===== src/rtl/stp_pkg.sv =====
// Package of the shared timer prescaler: register map, fields, constants.
// Assumes a single 100 MHz system clock and an AHB-Lite register port.
package stp_pkg;

	// ****************************************************************
	// Register map and fields.
	// ****************************************************************
	localparam logic [31:0] GTC_OFFSET = 32'h0000_0023;
	localparam logic [31:0] GTC_ADDR = GTC_OFFSET << 2;
	localparam logic [31:0] TSEL_ADDR = 32'h0000_0100;
	localparam logic [31:0] ASTAT_ADDR = 32'h0000_0104;
	localparam logic [7:0] GTC_RESET = 8'h00;
	localparam int HOLD_BIT = 7;
	localparam int ASYNC_BIT = 1;
	localparam int SYNC_BIT = 0;
	localparam int NUM_TIMERS = 5;
	localparam int SEL_W = 3;
	localparam logic [14:0] TSEL_RESET = 15'h0000;

	// ****************************************************************
	// Clock source select encodings.
	// ****************************************************************
	localparam logic [2:0] CS_STOP = 3'h0;
	localparam logic [2:0] CS_SYS = 3'h1;
	localparam logic [2:0] CS_DIV8 = 3'h2;
	localparam logic [2:0] CS_DIV64 = 3'h3;
	localparam logic [2:0] CS_DIV256 = 3'h4;
	localparam logic [2:0] CS_DIV1024 = 3'h5;
	localparam logic [2:0] CS_EXT_FALL = 3'h6;
	localparam logic [2:0] CS_EXT_RISE = 3'h7;

	// ****************************************************************
	// Divider taps: a tap fires when the low bits of the counter are all
	// ones, giving one pulse every N system cycles.
	// ****************************************************************
	localparam int DIV_W = 10;
	localparam logic [9:0] TAP8_MASK = 10'h007;
	localparam logic [9:0] TAP64_MASK = 10'h03F;
	localparam logic [9:0] TAP256_MASK = 10'h0FF;
	localparam logic [9:0] TAP1024_MASK = 10'h3FF;

	typedef enum logic [1:0] {
		BUS_IDLE,
		BUS_DATA
	} stp_bus_t;

	typedef struct packed {
		logic [31:0] haddr;
		logic hwrite;
	} stp_req_t;

	typedef struct packed {
		logic [9:0] div;
		logic [7:0] gtc;
		logic [14:0] tsel;
		logic async_busy;
		logic [2:0] pin_sync;
		logic pin_stable;
		logic pin_prev;
		logic [4:0] tick;
		logic async_rst;
		logic sync_rst;
		stp_bus_t bus;
		stp_req_t req;
		logic [31:0] hrdata;
	} stp_state_t;

endpackage


===== src/rtl/stp_top.sv =====
// Shared timer prescaler, clock-source select and external pin sampling.
// Assumes an AHB-Lite master on the system clock and timers that take
// one-cycle tick enables in the same clock domain.
//
// Behaviour
// - Select one gives undivided system clock tick.
// - Taps divide by 8, 64, 256, 1024.
// - Divider runs free of any select.
// - Divider reset restarts only timers on prescaled selects (two to five).
// - Count pin sampled once per system cycle.
// - Select seven rising, six falling pin edges.
// - Pin edge reaches timer tick in five cycles, counter in six.
// - Pin ticks bypass the divider entirely.
// - Hold bit keeps both reset bits asserted.
// - Clearing hold clears both reset bits.
// - Async reset bit self-clears unless held.
// - Sync reset bit self-clears unless held.
// - Reserved bits read zero, ignore writes.
`timescale 1ns/10ps

module stp_top (
	input wire logic clock,
	input wire logic sys_rst,
	input wire logic hsel,
	input wire logic [31:0] haddr,
	input wire logic [1:0] htrans,
	input wire logic hwrite,
	input wire logic [2:0] hsize,
	input wire logic [31:0] hwdata,
	input wire logic hready,
	output logic hreadyout,
	output logic hresp,
	output logic [31:0] hrdata,
	input wire logic external_count_pin,
	input wire logic async_reset_done,
	input wire logic async_mode,
	output logic [stp_pkg::NUM_TIMERS-1:0] timer_tick,
	output logic sync_divider_rst,
	output logic async_divider_rst
);
	import stp_pkg::*;

	stp_state_t s_q;
	stp_state_t s_d;

	// ****************************************************************
	// Tick selection for one timer.
	// ****************************************************************
	function automatic logic pick_tick(input logic [2:0] sel,
			input logic [9:0] div, input logic rise, input logic fall,
			input logic hold_rst);
		logic t;
		t = 1'b0;
		case (sel)
			CS_STOP: t = 1'b0;
			CS_SYS: t = 1'b1;
			CS_DIV8: t = (div & TAP8_MASK) == TAP8_MASK;
			CS_DIV64: t = (div & TAP64_MASK) == TAP64_MASK;
			CS_DIV256: t = (div & TAP256_MASK) == TAP256_MASK;
			CS_DIV1024: t = div == TAP1024_MASK;
			CS_EXT_FALL: t = fall;
			CS_EXT_RISE: t = rise;
			default: t = 1'b0;
		endcase
		// Only prescaled ticks halt while the divider is held in reset.
		// The direct system clock and the pin path bypass the divider.
		if (hold_rst && sel >= CS_DIV8 && sel <= CS_DIV1024) begin
			t = 1'b0;
		end
		return t;
	endfunction

	logic rise;
	logic fall;
	logic wr_gtc;
	logic wr_tsel;
	logic [7:0] wdat;
	logic [31:0] rd;
	logic hold;

	// ****************************************************************
	// Next-state logic.
	// ****************************************************************
	always_comb begin
		s_d = s_q;
		rise = 1'b0;
		fall = 1'b0;
		wr_gtc = 1'b0;
		wr_tsel = 1'b0;
		wdat = hwdata[7:0];
		rd = 32'h0000_0000;
		hold = 1'b0;

		// Count pin through three sampling stages, once per cycle.
		s_d.pin_sync = {s_q.pin_sync[1:0], external_count_pin};
		if (s_q.pin_sync[2] == s_q.pin_sync[1]) begin
			s_d.pin_stable = s_q.pin_sync[2];
		end
		s_d.pin_prev = s_q.pin_stable;
		rise = s_q.pin_stable && !s_q.pin_prev;
		fall = !s_q.pin_stable && s_q.pin_prev;

		// Free running divider, cleared only by the shared reset.
		if (s_q.sync_rst) begin
			s_d.div = 10'h000;
		end else begin
			s_d.div = s_q.div + 10'h001;
		end

		for (int i = 0; i < NUM_TIMERS; i++) begin
			s_d.tick[i] = pick_tick(s_q.tsel[i*SEL_W +: SEL_W], s_q.div,
				rise, fall, s_q.sync_rst);
		end

		// Bus slave: one address phase, zero-wait data phase.
		s_d.bus = BUS_IDLE;
		if (hsel && htrans[1] && hready) begin
			s_d.bus = BUS_DATA;
			s_d.req.haddr = haddr;
			s_d.req.hwrite = hwrite;
		end
		wr_gtc = s_q.bus == BUS_DATA && s_q.req.hwrite
			&& s_q.req.haddr == GTC_ADDR;
		wr_tsel = s_q.bus == BUS_DATA && s_q.req.hwrite
			&& s_q.req.haddr == TSEL_ADDR;

		// Control register: hold bit and the two divider reset bits.
		hold = s_q.gtc[HOLD_BIT];
		if (wr_gtc) begin
			hold = wdat[HOLD_BIT];
			s_d.gtc = 8'h00;
			s_d.gtc[HOLD_BIT] = wdat[HOLD_BIT];
			s_d.gtc[SYNC_BIT] = wdat[SYNC_BIT];
			s_d.gtc[ASYNC_BIT] = wdat[ASYNC_BIT];
			if (!wdat[HOLD_BIT]) begin
				s_d.gtc[SYNC_BIT] = 1'b0;
				s_d.gtc[ASYNC_BIT] = wdat[ASYNC_BIT] && async_mode;
			end
			s_d.async_busy = wdat[ASYNC_BIT] && async_mode;
		end else if (!hold) begin
			s_d.gtc[SYNC_BIT] = 1'b0;
			if (!s_q.async_busy || async_reset_done) begin
				s_d.gtc[ASYNC_BIT] = 1'b0;
				s_d.async_busy = 1'b0;
			end
		end

		// Reset signals follow the written value for that cycle.
		s_d.sync_rst = (wr_gtc && wdat[SYNC_BIT])
			|| (!wr_gtc && hold && s_q.gtc[SYNC_BIT]);
		s_d.async_rst = (wr_gtc && wdat[ASYNC_BIT])
			|| (!wr_gtc && ((hold && s_q.gtc[ASYNC_BIT])
			|| (s_q.async_busy && !async_reset_done)));

		if (wr_tsel) begin
			s_d.tsel = hwdata[14:0];
		end

		// Read data for the next data phase.
		case (haddr)
			GTC_ADDR: rd = {24'h000000, s_d.gtc};
			TSEL_ADDR: rd = {17'h00000, s_d.tsel};
			ASTAT_ADDR: rd = {30'h00000000, s_d.async_busy,
				s_d.pin_stable};
			default: rd = 32'h0000_0000;
		endcase
		if (hsel && htrans[1] && hready && !hwrite) begin
			s_d.hrdata = rd;
		end
	end

	always_ff @(posedge clock or posedge sys_rst) begin
		if (sys_rst) begin
			s_q <= '{div: 10'h000, gtc: GTC_RESET, tsel: TSEL_RESET,
				async_busy: 1'b0, pin_sync: 3'h0, pin_stable: 1'b0,
				pin_prev: 1'b0, tick: 5'h00, async_rst: 1'b0,
				sync_rst: 1'b0, bus: BUS_IDLE,
				req: '{haddr: 32'h0000_0000, hwrite: 1'b0},
				hrdata: 32'h0000_0000};
		end else begin
			s_q <= s_d;
		end
	end

	assign hreadyout = 1'b1;
	assign hresp = 1'b0;
	assign hrdata = s_q.hrdata;
	assign timer_tick = s_q.tick;
	assign sync_divider_rst = s_q.sync_rst;
	assign async_divider_rst = s_q.async_rst;

endmodule


===== config.mk =====
export PLATFORM = sky130hd
export DESIGN_NAME = stp_top
export DESIGN_NICKNAME = d
export VERILOG_FILES = /design/src/rtl/stp_pkg.sv /design/src/rtl/stp_top.sv
export SDC_FILE = /design/constraint.sdc
export NUM_CORES = 1
export LEC_CHECK = 0
export BUFFER_PORTS_ARGS = -buffer_cell sky130_fd_sc_hd__buf_2
export CAP_MARGIN = 0
export CORE_UTILIZATION = 53
export DETAILED_ROUTE_END_ITERATION = 7
export PLACE_DENSITY_LB_ADDON = 0.2
export SLEW_MARGIN = 20
export SYNTH_ARGS = -nofsm -noshare
export SYNTH_HDL_FRONTEND = slang
export SYNTH_SLANG_ARGS = --single-unit

===== constraint.sdc =====
create_clock -name clock -period 2.98 [get_ports clock]
set_input_delay 0.149 -clock clock [delete_from_list [all_inputs] [get_ports clock]]
set_output_delay 0.149 -clock clock [all_outputs]
set_load 0.05 [all_outputs]

Yosys cells after proc, flatten, opt, wreduce, memory -nomap -nowiden. Index checks and enable logic that the tools add are counted.

Register bits after elaboration: 113. Latch bits: 0. Bits in writable memories: 0. ROM bits: 0. Bits of input ports: 77. Logic and storage cells: 136. Memories: 0.

Add/sub/neg operators: 1. $mul: 0. Divide/modulo/power cells: 0. Magnitude comparators: 10. Eq/ne operators: 46. Shift operators: 0. Muxes and demuxes: 24. Bitwise operators: 0. Reductions and logical operators: 41.

Operator list (count): equality test 32 x 9 -> 1 bit (second input constant) (3); equality test 32 x 8 -> 1 bit (second input constant) (2); equality test 3 bit (second input constant) (21); one-hot mux 15 bit (3 select lines) (1); one-hot mux 1 bit (8 select lines) (5); 2-to-1 mux 34 bit (1); equality test 3 x 2 -> 1 bit (second input constant) (10); logical AND 1 bit (26); equality test 3 x 1 -> 1 bit (second input constant) (5); greater-or-equal comparator 3 x 2 -> 1 bit (second input constant) (5); <= comparator 3 bit (second input constant) (5); logical NOT 3 bit (5); 2-to-1 mux 15 bit (1); 2-to-1 mux 1 bit (11); adder 10 x 1 -> 10 bit (second input constant) (1); equality test 10 bit (second input constant) (1); 2-to-1 mux 10 bit (1); equality test 8 bit (second input constant) (1); equality test 6 bit (second input constant) (1); logical NOT 1 bit (6); 2-to-1 mux 2 bit (3); 2-to-1 mux 6 bit (1); logical OR 1 bit (4); equality test 2 x 1 -> 1 bit (second input constant) (1); equality test 1 bit (1).

Longest topological paths before layout. Gate-level depths: netlist of run 1.

Depth after elaboration: 8. Depth in mapped cells: 7. Depth with buffers taken out: 7.

Worst setup path after synthesis of run 1. Ideal clock, no wire load.

Kind: reg2reg. Start point: reg s_q[40] in the netlist's numbering. End point: reg s_q (netlist bit hrdata[14]). Setup time: 0.121 ns. Arrival time: 1.967 ns. Data required time: 2.859 ns. Setup slack: 0.892 ns. Cell stages (with the launch flop): 6. Buffers on the path: 1. Cell sequence: dfrtp_1 or4b_4 nor3_4 buf_6 mux2_2 a22o_1.

RTL lines: start, declared (RTL line stp_top.sv:43) `stp_state_t s_q;`; start signal, assigned (RTL line stp_top.sv:174) `s_q <= '{div: 10'h000, gtc: GTC_RESET, tsel: TSEL_RESET,`.

==> impl_metrics.toml, run 1 <==
[status]
status = "complete, no violations"

[clock_network]
worst_skew_pair.late_latency_ns = 0.35
cts_buffer_depth = 2
cts_tree = "yes"
h-tree-depth = 3
clk_transition_reported_paths_ns = 0.08
ctsResizeCount = 0
cts_setup_buffers = 0
clkSinkCount = 95
cts-root-buf = "clkbuf_8"
numCtsBuffers = 9

[yosys]
synth_edf_count = 0
yosysSeqAreaShare = 0.530
yosys.area.top_type = "dfrtp_1"
netlist_area_mm2 = 0.00449
synth.most_common_cell = "dfrtp_1"
yosys.area.top_type_share = 0.530
synthSimpleGateAreaFrac = 0.138
yosysUniqueCellTypes = 52
synth-compound-area-share = 0.106
synth.area.top_cells = "dfrtp_1, mux2_2, buf_4"
synthMuxAreaShare = 0.120
avgSynthCellArea_um2 = 11.6
synth-xor-area-share = 0.0137
synth_top_family_by_area = "simple AND/OR/NAND/NOR gates"
synth_common_cells = "dfrtp_1, mux2_2, buf_4"
synthArstFlopShare = 1.00
ys_warn_count = 0
ys.flop_type = "dfrtp_1"
synth_fa_ha_area_frac = 0.00780
ys_seq_elements = 95
syn_inst = 386

[worst_setup_path]
reg2reg_to = "hrdata[0]"
worstPathMaxFanout = 16
cp_data_arrival_time_ns = 2.65
start_kind = "flip-flop"
r2r-start = "s_q[51]"
worstPathRequired_ns = 3.22
cp-end-kind = "flip-flop"
r2r_cells = 7
ff2ff_setup_slack_ns = 0.57
path_class = "flip-flop to flip-flop"

[detailed_routing]
viasPerCell = 5.40
num_vias = 3010
antenna_left = 0
post_drt_wl_per_cell_um = 15.0
drt_wl_total_um = 8370
remaining_drc_errors = 0
drt_iter0_drc = 155
drtPass1Iterations = 4

[sta]
worst_slack_ns = 0.571
fmax_ghz = 0.415
relSlewSlack = 0.406
layout_min_cycle_time_ns = 2.41
hold_viol_final = 0
rsz0062_at_grt = "false"
setup_viol_count_final = 0
fin_crit_sh = 0.809
fin_tns_setup_ns = 0
worst_clock_skew_ns = 0.00813
slew_violations = 0
tightest_slew_ns = 0.890
holdWs_ns = 0.0372

[global_route]
first_global_vias = 2870
grt_max_degree = 54
antenna_found_initial = 0
overflow = 0
grt_usage = 0.204
grt_pass1_wl_um = 13900

[floorplanning]
die_y_um = 94.0
core_area_mm2 = 0.00822
initial_core_util = 0.546
die_area_mm2 = 0.00884
io_pins = 118
die_x_um = 94.0
rows = 33

[final_layout]
antenna_cells = 0
synthToLayoutAreaGrowth_pct = 11.5
layout-drive-gt1-share = 0.345
final_cells = 557
layout.nets = 527
final_area_mm2 = 0.00500
utilization = 0.609

[placed_design]
post_dp_cell_area_mm2 = 0.00477
numPortBuffers = 77
dp_slack_ns = 0.539
gp_congestion = 0.853
dp_hpwl_um = 6020
dp.cells = 540

[power]
switchingPower_uw = 611
ir_drop_v = 0.000303
power_frac_clock = 0.350
seqPwrFrac = 0.551
p_comb_frac = 0.098
p_sw_frac = 0.236
p_int_mw = 1.98
leakagePower_nw = 2.48
fin_total_pwr_mw = 2.60
p_per_area_mw_per_mm2 = 519

[job]
max_cap_viol_count = 0

[hold_path]
whs_endpoint = "s_q[43]"
whs_path_depth = 2
hold_class = "primary input to flip-flop"
min_from = "haddr[10]"
## worst max-delay path by stage
stage                     slack [ns]  depth (start not counted)  startpoint                end
after CTS                       0.50                          7     s_q[51]          hrdata[0]
after global routing            0.38                          7     s_q[51]          hrdata[0]
after global placement          0.58                          7     s_q[51]          hrdata[0]
after detailed placement        0.54                          7     s_q[51]          hrdata[0]
after floorplan                 0.35                          1     sys_rst  async_divider_rst
final                           0.57                          7     s_q[51]          hrdata[0]
## power by group through the flow
stage	Clock, mW	Combinational, mW	Sequential, mW
CTS	0.930	0.261	1.43
detailed placement	0	0.258	1.46
finish	0.909	0.255	1.43
floorplan	0	0.209	1.44
global placement	0	0.252	1.45
global route	0.976	0.283	1.44
## logic make-up (layout without fill, tap and decap cells)
kind of cell    Yosys count  in the layout
fa+ha+maj                 3              3
simple gates            106            106
flops                    95             95
compound gates           68             68
xor+xnor                  7              7
buf+inv                  57            106
mux                      48             48
other cells               2             19
## registers in the layout, indices dropped and copies added (netlist names)
register / flops
s_q: 70
hrdata: 15
timer_tick: 5
s_d: 3
async_divider_rst: 1
sync_divider_rst: 1
## critical path: stages (launching register included)
cell and delay, ns:
dfrtp_1 0.39, nor4_1 0.37, nand4_1 0.35, nor3_4 0.25
buf_4 0.27, mux2_2 0.38, a2bb2oi_2 0.13, a21o_1 0.16
## area by class of cell
type / count / area [um^2]
well taps: 105 / 131
clock inverters: 3 / 67.6
multi-input cells: 251 / 1800
fillers: 701 / 3210
inverters: 7 / 27.5
flip-flops and latches: 95 / 2380
clock buffers: 12 / 145
repair buffers: 84 / 455
## metal layers
metal  vias up  GRT usage  part of all wire
li1       1456          -                 -
met1      1470      0.292              0.47
met2        77      0.317              0.48
met3         7     0.0413             0.041
met4         0     0.0577            0.0099
met5         -          0                 0
## cell usage in the layout, fill, tap and decap left out, drive strengths merged, types with 4 or more instances in the layout
master,n
nand4,4
nor4,14
o21ai,18
and3,4
a21o,8
nor3,4
nor2b,10
nor2,23
a22o,15
clkbuf,12
xor2,5
inv,6
a21oi,11
buf,82
nand2,18
dfrtp,95
mux2,47
nand3,10
conb,19
## repair_timing
action / CTS / global route
hold endpoints to repair: 53 / 0
hold buffers: 2 / 0
setup endpoints to repair: 0 / 0
(Power assumes the default switching activity.)
==> run 2, diff against run 1 <==
ABC_AREA = 1   (was default)
CORE_UTILIZATION = 49   (was 53)
clock period = 2.15 ns   (was 2.98 ns; I/O delays follow)
==> run 2 against run 1 <==
  * Clock-buffer cell count shrank 3
  * Cell area grew 14%
  * Final cell count grew 57%
==> impl_metrics.toml, run 2 <==
[yosys]
ys_warn_count = 0
ys.flop_type = "dfrtp_1"
yosys.area.top_type_share = 0.466
netlist_area_mm2 = 0.00510
ys_seq_elements = 95
synth.area.top_cells = "dfrtp_1, nand2_1, inv_1"
synth_common_cells = "nand2_1, dfrtp_1, inv_1"
yosysUniqueCellTypes = 39
avgSynthCellArea_um2 = 7.71
yosys.area.top_type = "dfrtp_1"
synthArstFlopShare = 1.00
synth.most_common_cell = "nand2_1"
synth_edf_count = 0
syn_inst = 662
yosysSeqAreaShare = 0.466

[placed_design]
gp_congestion = 0.849
dp.cells = 841
dp_hpwl_um = 7750
dp_slack_ns = 0.354
numPortBuffers = 77

[global_route]
first_global_vias = 4293
overflow = 0
grt_max_degree = 96
antenna_found_initial = 0
grt_pass1_wl_um = 18800
grt_usage = 0.214

[final_layout]
final_common_cell = "nand2_1"
top_register = "s_q"
antenna_cells = 0
largest_register_ffs = 70
layout_common_cells = "nand2_1, dfrtp_1, inv_1, buf_2, nor2_1"
final_cells = 873
layout-drive-gt1-share = 0.181
layout.nets = 814
synthToLayoutAreaGrowth_pct = 12.2

[floorplanning]
initial_core_util = 0.515
die_x_um = 104
rows = 36
die_area_mm2 = 0.0108
core_area_mm2 = 0.00991
io_pins = 118
die_y_um = 104

[clock_network]
cts_tree = "yes"
cts_buffer_depth = 2
cts_hold_buf = 16
h-tree-depth = 3
clkSinkCount = 95
cts_setup_buffers = 0
cts-root-buf = "clkbuf_8"
numCtsBuffers = 9
ctsResizeCount = 0
clk_transition_reported_paths_ns = 0.09
worst_skew_pair.late_latency_ns = 0.37

[sta]
fin_tns_setup_ns = 0
fin_crit_sh = 0.858
worst_clock_skew_ns = 0.0120
holdWs_ns = 0.00790
fmax_ghz = 0.542
setup_viol_count_final = 0
rsz0062_at_grt = "false"
hold_viol_final = 0
layout_min_cycle_time_ns = 1.84
slew_violations = 0
worst_slack_ns = 0.305

[job]
max_cap_viol_count = 0

[worst_setup_path]
cp_common_cell = "nor2_1"
cp_cell_sequence = "ha_1, nand3_1, nor2_1, nand2_2, nor2_4, nand2_2, o211ai_1, nor2_1, nor2_1"
worstPathMaxFanout = 7
critPathMaxStageDelay_ns = 0.39
cp-end-kind = "flip-flop"
crit_family = "simple AND/OR/NAND/NOR gates"
cp_data_arrival_time_ns = 2.12
worstPathRequired_ns = 2.43
crit_buf_inv = 0
slowest_stage = "dfrtp_1"
start_kind = "flip-flop"
path_class = "flip-flop to flip-flop"

[power]
p_per_area_mw_per_mm2 = 618
ir_drop_v = 0.000303
leakagePower_nw = 2.99

[hold_path]
hold_class = "primary input to flip-flop"

[detailed_routing]
drt_wl_total_um = 10700
viasPerCell = 4.88
remaining_drc_errors = 0
drtPass1Iterations = 4
drt_iter0_drc = 199
antenna_left = 0
num_vias = 4264
post_drt_wl_per_cell_um = 12.3

[status]
status = "complete, no violations"
[run 2: cell count changes in the layout (fill, tap and decap cells not counted), moves of 17 or more]
cell	change
nand2_1	+145
inv_1	+80
nor2_1	+51
mux2_2	-47
nand3_1	+25
o21ai_0	+25
nor2_2	+17
[run 2: cell type report]
type	count	area [um^2]
Fill cell	947	4180
Sequential cell	95	2380
Multi-Input combinational cell	439	2070
Timing Repair Buffer	96	581
Inverter	94	358
Tap cell	133	166
Clock buffer	9	124
Clock inverter	7	48.8
[run 2: metal layers]
metal	GRT usage	routed length, um
met1	0.273	5010
met2	0.369	5190
met3	0.0257	368
met4	0.0878	129
met5	0	0
[run 2: worst paths after layout]
check / from / slack [ns] / depth (start not counted) / to
max: s_q[103] / 0.31 / 9 / timer_tick[2]
min: haddr[24] / 0.008 / 3 / s_q[57]
max in group asynchronous: sys_rst / 1.36 / 4 / hrdata[2]
min in group asynchronous: sys_rst / 0.42 / 4 / s_q[107]
max reg2reg: s_q[103] / 0.31 / 9 / timer_tick[2]
min reg2reg: s_d[77] / 0.37 / 0 / s_d[78]
[run 2: tightest hold or removal path: stages]
cell,delay [ns]
buf_2,0.09
inv_1,0.05
o21ai_0,0.07
[run 2: power breakdown]
part | internal, mW | switching (mW) | total (mW) | leakage [nW]
sequential | 1.90 | 0.0775 | 1.98 | 1.22
combinational | 0.166 | 0.324 | 0.490 | 1.68
clock | 0.422 | 0.644 | 1.07 | 0.0894
[run 2: cells by family (layout without fill, tap and decap cells)]
group / count (synthesis) / count (layout) / share of synthesized area
compound gates: 79 / 79 / 0.0898
simple gates: 338 / 338 / 0.295
fa+ha+maj: 3 / 3 / 0.00687
flops: 95 / 95 / 0.466
other cells: 2 / 19 / 0.00147
buf+inv: 145 / 206 / 0.141
[run 2: stage by stage]
step,util,power (mW),cell area [um^2]
finish,0.578,3.54,5730
global route,0.578,3.73,5730
CTS,0.578,3.56,5730
detailed placement,0.544,2.48,5390
global placement,0.544,2.47,5390
floorplan,-,2.37,5170
